--- config.mk ---
export PLATFORM = sky130hd
export DESIGN_NAME = tam_top
export DESIGN_NICKNAME = d
export VERILOG_FILES = /design/src/rtl/tam_pkg.sv /design/src/rtl/tam_chan.sv /design/src/rtl/tam_top.sv
export SDC_FILE = /design/constraint.sdc
export NUM_CORES = 1
export LEC_CHECK = 0
export BUFFER_PORTS_ARGS = -buffer_cell sky130_fd_sc_hd__buf_2
export CAP_MARGIN = 0
export CORE_AREA = 2 2 247 249
export DETAILED_ROUTE_END_ITERATION = 7
export DIE_AREA = 0 0 249 251
export PLACE_DENSITY = 0.89
export SYNTH_ARGS = -nofsm -noshare
export SYNTH_HDL_FRONTEND = slang
export SYNTH_SLANG_ARGS = --single-unit
--- constraint.sdc ---
create_clock -name clk_sys -period 27.1 [get_ports clk_sys]
set_input_delay 2.71 -clock clk_sys [delete_from_list [all_inputs] [get_ports clk_sys]]
set_output_delay 2.71 -clock clk_sys [all_outputs]
set_load 0.01 [all_outputs]
--- src/rtl/tam_pkg.sv ---
// tam_pkg: constants and carrier types for the temperature alert monitor
// assumes process values arrive as signed 16-bit words in tenths of a unit
package tam_pkg;
   localparam int unsigned CH_NUM = 4;
   localparam int unsigned PV_W = 16;
   localparam logic [15:0] MODE_TEMP_INPUT = 16'h0100;
   // per-type enable: 0 enables, 1 disables (the reset default)
   localparam logic EN_CODE = 1'b0;
   localparam logic EN_RESET = 1'b1;
   // alert detail bit positions
   localparam int unsigned DET_PROC_UP = 2;
   localparam int unsigned DET_PROC_LO = 3;
   localparam int unsigned DET_RATE_UP = 4;
   localparam int unsigned DET_RATE_LO = 5;
   localparam logic [15:0] DET_RESET = 16'h0000;
   // integer resolution: tenths per whole unit and half of it for rounding
   localparam logic signed [17:0] RES_TEN = 18'sh0000a;
   localparam logic signed [17:0] RES_HALF = 18'sh00005;
   localparam logic [15:0] CYC_RESET = 16'h0001;

   typedef struct packed {
      logic signed [15:0] uu;
      logic signed [15:0] ul;
      logic signed [15:0] lu;
      logic signed [15:0] ll;
   } tam_proc_lim_type;

   typedef struct packed {
      logic signed [15:0] up;
      logic signed [15:0] lo;
      logic [15:0] cycles;
   } tam_rate_lim_type;

   typedef struct packed {
      logic proc_en_n;
      logic rate_en_n;
   } tam_en_type;

   typedef enum logic [1:0] {
      TAM_RS_IDLE = 2'b00,
      TAM_RS_REF = 2'b01,
      TAM_RS_RUN = 2'b11
   } tam_rs_type;
endpackage

--- src/rtl/tam_chan.sv ---
// tam_chan: alarm evaluation of one measuring channel
// assumes pv_vld marks a fresh sample once per sampling cycle
`timescale 1ns/1ps
module tam_chan #(
   parameter int unsigned PV_W = 16
) (
   input wire logic clk_sys,
   input wire logic reset,
   input wire logic active,
   input wire logic res_int,
   input wire logic pv_vld,
   input wire logic signed [PV_W-1:0] pv,
   input wire tam_pkg::tam_proc_lim_type proc_lim,
   input wire tam_pkg::tam_rate_lim_type rate_lim,
   input wire tam_pkg::tam_en_type en,
   output logic [15:0] detail,
   output logic alert
);
   logic signed [PV_W+1:0] pv_ext;
   logic signed [PV_W+1:0] pv_biased;
   logic signed [PV_W-1:0] pv_use;
   logic signed [PV_W:0] diff;
   logic proc_on;
   logic rate_on;
   logic p_up_r, p_up_nxt, p_lo_r, p_lo_nxt;
   logic r_up_r, r_up_nxt, r_lo_r, r_lo_nxt;
   logic signed [PV_W-1:0] prev_r, prev_nxt;
   logic [15:0] cnt_r, cnt_nxt;
   tam_pkg::tam_rs_type rs_r, rs_nxt;

   ////////////////////////////////////////////////////////////////////////
   // round to whole unit
   always_comb begin
      pv_ext = (PV_W+2)'(pv);
      pv_biased = (pv_ext < 0) ? pv_ext - tam_pkg::RES_HALF : pv_ext + tam_pkg::RES_HALF;
      pv_use = res_int ? PV_W'((pv_biased / tam_pkg::RES_TEN) * tam_pkg::RES_TEN) : pv;
   end

   assign proc_on = active && (en.proc_en_n == tam_pkg::EN_CODE);
   assign rate_on = active && (en.rate_en_n == tam_pkg::EN_CODE);
   assign diff = (PV_W+1)'(pv_use) - (PV_W+1)'(prev_r);

   ////////////////////////////////////////////////////////////////////////
   always_comb begin
      p_up_nxt = p_up_r;
      p_lo_nxt = p_lo_r;
      r_up_nxt = r_up_r;
      r_lo_nxt = r_lo_r;
      prev_nxt = prev_r;
      cnt_nxt = cnt_r;
      rs_nxt = rs_r;
      // no error-reset path: only own conditions, disable or leaving the mode clear alarms
      if (!proc_on) begin
         p_up_nxt = 1'b0;
         p_lo_nxt = 1'b0;
      end else if (pv_vld) begin
         if (pv_use >= proc_lim.uu) begin
            p_up_nxt = 1'b1;
         end else if (pv_use < proc_lim.ul) begin
            p_up_nxt = 1'b0;
         end
         if (pv_use <= proc_lim.ll) begin
            p_lo_nxt = 1'b1;
         end else if (pv_use > proc_lim.lu) begin
            p_lo_nxt = 1'b0;
         end
      end
      if (!rate_on) begin
         r_up_nxt = 1'b0;
         r_lo_nxt = 1'b0;
         rs_nxt = tam_pkg::TAM_RS_IDLE;
      end else begin
         case (rs_r)
            tam_pkg::TAM_RS_IDLE: begin
               rs_nxt = tam_pkg::TAM_RS_REF;
               cnt_nxt = 16'h0000;
            end
            tam_pkg::TAM_RS_REF: begin
               if (pv_vld) begin
                  prev_nxt = pv_use;
                  cnt_nxt = 16'h0000;
                  rs_nxt = tam_pkg::TAM_RS_RUN;
               end
            end
            tam_pkg::TAM_RS_RUN: begin
               if (pv_vld) begin
                  cnt_nxt = cnt_r + 16'h0001;
                  if (cnt_nxt >= rate_lim.cycles) begin
                     cnt_nxt = 16'h0000;
                     prev_nxt = pv_use;
                     r_up_nxt = diff >= (PV_W+1)'(rate_lim.up);
                     r_lo_nxt = diff <= (PV_W+1)'(rate_lim.lo);
                  end
               end
            end
            default: rs_nxt = tam_pkg::TAM_RS_IDLE;
         endcase
      end
   end

   always_ff @(posedge clk_sys) begin
      if (reset) begin
         p_up_r <= 1'b0;
         p_lo_r <= 1'b0;
         r_up_r <= 1'b0;
         r_lo_r <= 1'b0;
         prev_r <= '0;
         cnt_r <= 16'h0000;
         rs_r <= tam_pkg::TAM_RS_IDLE;
      end else begin
         p_up_r <= p_up_nxt;
         p_lo_r <= p_lo_nxt;
         r_up_r <= r_up_nxt;
         r_lo_r <= r_lo_nxt;
         prev_r <= prev_nxt;
         cnt_r <= cnt_nxt;
         rs_r <= rs_nxt;
      end
   end

   ////////////////////////////////////////////////////////////////////////
   // process bits b2 b3, rate bits b4 b5
   always_comb begin
      detail = tam_pkg::DET_RESET;
      detail[tam_pkg::DET_PROC_UP] = p_up_r;
      detail[tam_pkg::DET_PROC_LO] = p_lo_r;
      detail[tam_pkg::DET_RATE_UP] = r_up_r;
      detail[tam_pkg::DET_RATE_LO] = r_lo_r;
   end
   assign alert = p_up_r | p_lo_r | r_up_r | r_lo_r;
endmodule // tam_chan

--- src/rtl/tam_top.sv ---
// tam_top: four-channel alert monitor of a temperature input unit
// assumes limits and enables are held by the network slave as plain words
// Function
// - temperature-input mode code selects measuring and alarm evaluation
// - process alarm when value at or above upper-upper, at or below lower-lower
// - upper clears below upper-lower; lower clears above lower-upper
// - error reset never clears an active alarm
// - any active alarm sets channel alert flag and lights shared indicator
// - detail bit b2 upper process, b3 lower process, cleared with alarm
// - detail bit b4 upper rate, b5 lower rate, cleared with alarm
// - flag and indicator drop only when no alarm remains
// - sample once per detection cycle, difference present minus previous
// - rate alarm when difference reaches upper or lower rate limit
// - rate alarm clears once difference lies strictly between limits
// - flashing error indication takes precedence over steady alarm light
// - each alarm type evaluated only with its enable code, default disabled
// - integer resolution rounds value before alarm decisions
`timescale 1ns/1ps
module tam_top #(
   parameter int unsigned CH_NUM = tam_pkg::CH_NUM,
   parameter int unsigned PV_W = tam_pkg::PV_W
) (
   input wire logic clk_sys,
   input wire logic reset,
   input wire logic [15:0] ctrl_mode,
   input wire logic res_int,
   input wire logic err_reset_req,
   input wire logic flash_err,
   input wire logic flash_phase,
   input wire logic pv_vld,
   input wire logic [CH_NUM*PV_W-1:0] pv_all,
   input wire tam_pkg::tam_proc_lim_type [CH_NUM-1:0] proc_lim,
   input wire tam_pkg::tam_rate_lim_type [CH_NUM-1:0] rate_lim,
   input wire tam_pkg::tam_en_type [CH_NUM-1:0] en,
   output logic [CH_NUM-1:0] channel_alert_flag,
   output logic [CH_NUM*16-1:0] alert_detail_word,
   output logic alarm_indicator,
   output logic temp_input_active
);
   logic active_r, active_nxt;
   logic [CH_NUM-1:0] alert_w;
   logic [CH_NUM*16-1:0] detail_w;
   logic ind_nxt, ind_r;

   ////////////////////////////////////////////////////////////////////////
   // mode selection
   always_comb begin
      active_nxt = (ctrl_mode == tam_pkg::MODE_TEMP_INPUT);
   end
   always_ff @(posedge clk_sys) begin
      if (reset) begin
         active_r <= 1'b0;
      end else begin
         active_r <= active_nxt;
      end
   end
   assign temp_input_active = active_r;

   ////////////////////////////////////////////////////////////////////////
   // err_reset_req deliberately not routed to alarm state
   genvar g;
   generate
      for (g = 0; g < CH_NUM; g++) begin : g_ch
         tam_chan #(.PV_W(PV_W)) u_chan (
            .clk_sys(clk_sys),
            .reset(reset),
            .active(active_r),
            .res_int(res_int),
            .pv_vld(pv_vld),
            .pv(pv_all[g*PV_W +: PV_W]),
            .proc_lim(proc_lim[g]),
            .rate_lim(rate_lim[g]),
            .en(en[g]),
            .detail(detail_w[g*16 +: 16]),
            .alert(alert_w[g])
         );
      end
   endgenerate

   ////////////////////////////////////////////////////////////////////////
   // flag and indicator on any alarm
   always_comb begin
      ind_nxt = flash_err ? flash_phase : (|alert_w);
   end
   always_ff @(posedge clk_sys) begin
      if (reset) begin
         channel_alert_flag <= '0;
         alert_detail_word <= '0;
         ind_r <= 1'b0;
      end else begin
         channel_alert_flag <= alert_w;
         alert_detail_word <= detail_w;
         ind_r <= ind_nxt;
      end
   end
   assign alarm_indicator = ind_r;
   logic unused_ok;
   assign unused_ok = err_reset_req;
endmodule // tam_top

# Word level (Yosys, flattened, before mapping)
# Cells that the tools add are included.
dict set report totals {
  regBits 222
  in_bits 543
  output_inout_bits 70
  wordCells 262
}
dict set report classes {
  add_sub_neg 16
  mul 4
  div 4
  order_cmp 32
  n_eq_ne 21
  muxes 59
  n_bitwise 32
  reduce_logical 61
}
# operator count
set ops {}
lappend ops {{2-to-1 mux 16 bit} 25}
lappend ops {{one-hot mux 16 bit (3 select lines)} 4}
lappend ops {{greater-or-equal comparator 16 bit} 8}
lappend ops {{one-hot mux 16 bit (2 select lines)} 4}
lappend ops {{divider 18 x 5 -> 18 bit (second input constant)} 4}
lappend ops {{multiplier 18 x 4 -> 15 bit (second input constant)} 4}
lappend ops {{2-to-1 mux 18 bit} 4}
lappend ops {{adder 16 x 4 -> 17 bit (second input constant)} 4}
lappend ops {{greater-or-equal comparator 17 x 16 -> 1 bit} 4}
lappend ops {{<= comparator 17 x 16 -> 1 bit} 4}
lappend ops {{subtractor 16 x 16 -> 17 bit} 4}
lappend ops {{subtractor 16 x 4 -> 17 bit (second input constant)} 4}
lappend ops {{adder 16 x 1 -> 16 bit (second input constant)} 4}
lappend ops {{> comparator 16 bit} 4}
lappend ops {{<= comparator 16 bit} 4}
lappend ops {{less-than comparator 16 x 1 -> 1 bit (second input constant)} 4}
lappend ops {{less-than comparator 16 bit} 4}
lappend ops {{one-hot mux 2 bit (3 select lines)} 4}
lappend ops {{AND reduction 2 bit} 12}
lappend ops {{nonzero test 2 bit} 12}
lappend ops {{inverter 1 bit} 20}
lappend ops {{AND reduction 5 bit} 4}
lappend ops {{2-to-1 mux 1 bit} 17}
lappend ops {{equality test 16 x 9 -> 1 bit (second input constant)} 1}
lappend ops {{13 further kinds} 66}

# Longest topological paths before layout
dict set report depth {
  ltp_word 8
  mapped_depth 74
  mapped_depth_nobuf 65
}

# Hierarchy
# From an unflattened synthesis, not the netlist that was laid out.
dict set report unflattened {
  hier_cells 5401
  area_unflattened_um2 40938.0
}
# module n_inst cells_per_inst area_each_um2 seq_area_each_um2
set modules_own_cells {}
lappend modules_own_cells {{tam_chan (g_ch[0].u_chan ...)} 2 1300 9663.0 760.7}
lappend modules_own_cells {{tam_chan (g_ch[3].u_chan)} 1 1354 10098.4 760.7}
lappend modules_own_cells {{tam_chan (g_ch[1].u_chan)} 1 1293 9595.5 760.7}
lappend modules_own_cells {tam_top 1 154 1918.1 1401.3}

# Worst setup path after synthesis
# No wires, ideal clock.
dict set report synth_path {
  path_kind {input port to flip-flop}
  from {input port pv_all[47]}
  to {register g_ch[2].u_chan.r_lo_r}
  setup_ns 0.078
  arrival_time_ns 16.437
  required_time_ns 27.022
  setup_slack_ns 10.585
  cell_stages 66
  n_path_buf 3
  path_cell_list {clkbuf_1 -> inv_1 -> clkbuf_1 -> ha_1 -> and3_1 -> a221oi_1 -> xnor2_1 -> o211ai_1 -> or4_1 -> o21ai_0 -> xnor2_1 -> nor3_1 -> or4_1 -> a2111oi_1 -> a21oi_1 -> a41o_1 -> a211oi_1 -> nor3_2 -> [... 30 more ...] -> o21bai_1 -> a21oi_1 -> xnor2_1 -> o2111ai_1 -> a21oi_1 -> or3_1 -> nand2b_1 -> a21oi_1 -> ha_1 -> xnor2_1 -> ha_1 -> nand3_1 -> nor2_1 -> a2111oi_0 -> a31oi_1 -> a211oi_1 -> a21oi_1 -> nor3_1}
}
dict set report synth_between {
  elab_chain_cells 7
  word_cells_on_any_way 9
  classes_between {3 x add/sub; 1 x mul; 1 x div; 2 x order compare; 2 x mux}
}
# item line
set synth_rtl {}
lappend synth_rtl {{start: declaration} tam_top.sv:31} ;# input wire logic [CH_NUM*PV_W-1:0] pv_all,
lappend synth_rtl {{adder 16 x 4 -> 17 bit, or another cell as far along} tam_chan.sv:35} ;# pv_biased = (pv_ext < 0) ? pv_ext - tam_pkg::RES_HALF : pv_ext + tam_pkg::RES_HALF;
lappend synth_rtl {{2-to-1 mux 18 bit} tam_chan.sv:35}
lappend synth_rtl {{divider 18 x 5 -> 18 bit} tam_chan.sv:36} ;# pv_use = res_int ? PV_W'((pv_biased / tam_pkg::RES_TEN) * tam_pkg::RES_TEN) : pv;
lappend synth_rtl {{multiplier 18 x 4 -> 15 bit} tam_chan.sv:36}
lappend synth_rtl {{2-to-1 mux 16 bit (*)} tam_chan.sv:36}
lappend synth_rtl {{via g_ch[2].u_chan.pv_use[15]} tam_chan.sv:21} ;# logic signed [PV_W-1:0] pv_use;
lappend synth_rtl {{subtractor 16 x 16 -> 17 bit (*)} tam_chan.sv:41} ;# assign diff = (PV_W+1)'(pv_use) - (PV_W+1)'(prev_r);
lappend synth_rtl {{<= comparator 17 x 16 -> 1 bit (*)} tam_chan.sv:92} ;# r_lo_nxt = diff <= (PV_W+1)'(rate_lim.lo);
lappend synth_rtl {{end signal: assignment} tam_chan.sv:114} ;# r_lo_r <= r_lo_nxt;
lappend synth_rtl {{end: declaration} tam_chan.sv:26} ;# logic r_up_r, r_up_nxt, r_lo_r, r_lo_nxt;
# The timed path passes the listed nets; every way through them passes the cells marked *.
# A chain may end at the register's enable or synchronous reset.

# Worst setup path after layout
# Ends and elaborated chain as after synthesis.

==> results by group <==
Clock network
  • Post-CTS Setup Inserts: 0
  • Clock slew at reported path FFs: 80 ps
  • Clock sink count: 174
  • Hold Buf Count CTS: 0
  • CTS tree: yes
  • Clk buf depth: 2
  • CTS buffer count: 17
  • Clock Tree Root: clkbuf_16
  • H-Tree Level Count: 4
  • Clock Latency Late Sink: 510 ps
  • Post-CTS Resized: 0

Global routing
  • First-pass GRT wire length: 191900 um
  • Vias in the first global route: 39110
  • Largest net degree at the start of global routing: 88
  • Total track usage: 36.97%
  • Initial antenna violation count: 18
  • Remaining Overflow, GRT: 0

Worst setup path
  • Kind of cell adding the most delay to the critical path: compound AO/OA/AOI/OAI gates
  • Endpoint class of the critical path: flop
  • Max FO, Critical Path: 50
  • FF-to-FF setup slack: 20990 ps
  • R2R Path End: g_ch[0].u_chan.prev_r[14]$_SDFFE_PP0P_
  • Critical path buffers and inverters: 5
  • Setup crit start: pv_all[47]
  • CP arrival: 19740 ps
  • Crit path kind: in -> reg
  • Startpoint types: primary input
  • Critical Path Stages: 65
  • Slowest-stage cell, CP: or4_1
  • Worst Reg-to-Reg Cells: 25
  • Data required, critical path: 27520 ps
  • Crit path largest cell delay: 770 ps
  • Setup crit end: g_ch[2].u_chan.r_lo_r$_SDFFE_PP0P_
  • R2R Path Start: g_ch[0].u_chan.cnt_r[0]$_SDFFE_PP0P_

Floorplan
  • I/O pins: 613
  • Die height: 251 um
  • Starting Density: 64.64%
  • Core Area: 0.05979 sq mm
  • Die ar.: 0.06250 sq mm
  • Core Rows: 90
  • Die X-Extent: 249 um

Logic synthesis
  • Commonest cells post-synth: ha_1 (688), inv_1 (582), a21oi_1 (389)
  • Largest area contributor in the netlist: ha_1
  • Post-synth top area share: 22.27%
  • Ys async rst share: 0%
  • Ranking of synthesized cells by area: ha_1 (22%), dfxtp_1 (9.0%), inv_1 (5.7%)
  • Syn_area_per_cell: 7.389 sq um
  • Synth cell types: 119
  • Flops & latches, synth: 174
  • Mapped Cells: 5231
  • Register area share after synthesis: 9.013%
  • Syn. warnings: 0
  • Cell with the most instances after synthesis: ha_1
  • Most used DFF post-synth: dfxtp_1
  • Number of synthesized flops with an enable pin: 0
  • Synthesized cell area: 0.03865 sq mm

STA
  • Rel. slew slack: 17.36%
  • Worst-Margin Slew: 1236 ps
  • Max Clock Skew: 14.56 ps
  • Final Critical Period: 19320 ps
  • Unrepaired setup endpoints after global routing: no
  • Max-slew violation count: 0
  • Final hold viol count: 0
  • Count of final setup violators: 0
  • Highest clock rate: 0.05175 GHz
  • Final period util: 71.30%
  • Setup TNS: 0 ps

Detailed routing
  • First-pass DRT Iterations: 6
  • Antenna Nets Post-Route: 0
  • Final WL: 120500 um
  • Vias per std cell: 6.387
  • Via count of the routed design: 41472
  • Mean routed wirelength per cell: 18.56 um
  • Initial DRC Count: 3827
  • Drc violations: 0

Placement
  • Detailed Place HPWL: 97260 um
  • PortBufs: 563
  • GPL Wtd Cong: 0.9935
  • DP Area: 0.04182 sq mm

Finish
  • Share of layout cells above drive strength 1: 13.76%
  • Layout filler cell count: 4815
  • Finished layout cell area: 0.04244 sq mm
  • Area Overhead vs Synth: 9.803%
  • Total Nets Final: 6928
  • Final Core Density: 70.97%

Run status
  • Outcome: complete, no violations

Flow run
  • Max cap viols: 0

Hold path
  • HP Class: reg -> reg
cell usage in the layout (no fill, tap or decap), types with 36 or more instances in the layout:
cell type  Yosys  layout
ha_1         688     688
inv_1        582     582
buf_2         18     561
a21oi_1      389     389
nor2_1       361     361
o21ai_0      305     305
nand2_1      239     239
a21o_1       190     190
xnor2_1      177     177
dfxtp_1      174     174
xor2_1       156     156
nor2b_1      144     144
nor3_1       136     136
nand2b_1     134     134
nand3_1       97      97
nand4_1       84      84
and3_1        73      73
a211oi_1      70      70
mux2i_1       64      64
o211ai_1      61      61
mux2_2        58      58
nand3b_1      53      53
a31oi_1       49      49
conb_1         1      48
or3_1         44      44
nor4_1        42      39
o21a_1        36      36
o31ai_1       36      36
through the flow:
stage	worst slack, ps	hold slack (ps)	std cells
2_1_floorplan	10580	436.3	5278
3_3_place_gp	7862	444.8	6448
3_5_place_dp	7616	451.2	6448
4_1_cts	8053	462.0	6480
5_1_grt	6617	472.2	6490
6_report	7778	461.0	6493
layer usage:
metal  up-vias  part of all wire, %  track usage [%]
met4         8                  6.5            23.64
li1      19964                    -                -
met3       452                  8.2            6.627
met1     19093                   40            43.51
met2      1955                   46            62.18
met5         -                0.042                0
cell type report:
class                   count  area, sq um  area share (%)
clock inverters            14        145.1          0.3420
well taps                 782        978.4           2.306
multi-input cells        4313        32110           75.66
inverters                 585         2196           5.174
repair buffers            594         3055           7.200
flip-flops and latches    174         3483           8.208
clock buffers              18        439.2           1.035
diodes                     13        32.53         0.07666
worst min-delay path: cells and delay by family (launching register included):
kind	cells	cell delay, ps
AO/OA/AOI/OAI	1	50
flip-flops	1	320
AND/OR/NAND/NOR	1	50
kinds of logic after synthesis:
family | share of synthesized area, %
buffers and inverters | 8.459
and+or+nand+nor | 20.99
AOI/OAI and AO/OA | 27.51
adders and majority gates | 22.97
muxes | 3.406
xor gates and xnor gates | 7.647
other | 0.009703
DFF | 9.013
sequential cells by signal, indices dropped and copies added, names as in the netlist, 4 cells and up:
name / count
alert_detail_word: 16
channel_alert_flag: 4
g_ch.u_chan.cnt_r: 64
g_ch.u_chan.p_lo_r: 4
g_ch.u_chan.p_up_r: 4
g_ch.u_chan.prev_r: 64
g_ch.u_chan.r_lo_r: 4
g_ch.u_chan.r_up_r: 4
g_ch.u_chan.rs_r: 8
worst min-delay path by stage:
stage	start	end	slack (ps)	cells past startpoint
after floorplan	g_ch[0].u_chan.prev_r[3]$_SDFFE_PP0P_	g_ch[0].u_chan.prev_r[3]$_SDFFE_PP0P_	440	2
after global placement	g_ch[0].u_chan.prev_r[5]$_SDFFE_PP0P_	g_ch[0].u_chan.prev_r[5]$_SDFFE_PP0P_	440	2
after detailed placement	g_ch[0].u_chan.prev_r[3]$_SDFFE_PP0P_	g_ch[0].u_chan.prev_r[3]$_SDFFE_PP0P_	450	2
after CTS	g_ch[0].u_chan.prev_r[3]$_SDFFE_PP0P_	g_ch[0].u_chan.prev_r[3]$_SDFFE_PP0P_	460	2
after global routing	g_ch[0].u_chan.prev_r[5]$_SDFFE_PP0P_	g_ch[0].u_chan.prev_r[5]$_SDFFE_PP0P_	470	2
final	g_ch[0].u_chan.prev_r[3]$_SDFFE_PP0P_	g_ch[0].u_chan.prev_r[3]$_SDFFE_PP0P_	460	2
Power is not shown: default switching activity piles up to over one toggle a cycle in this logic, so the estimate is an artifact.
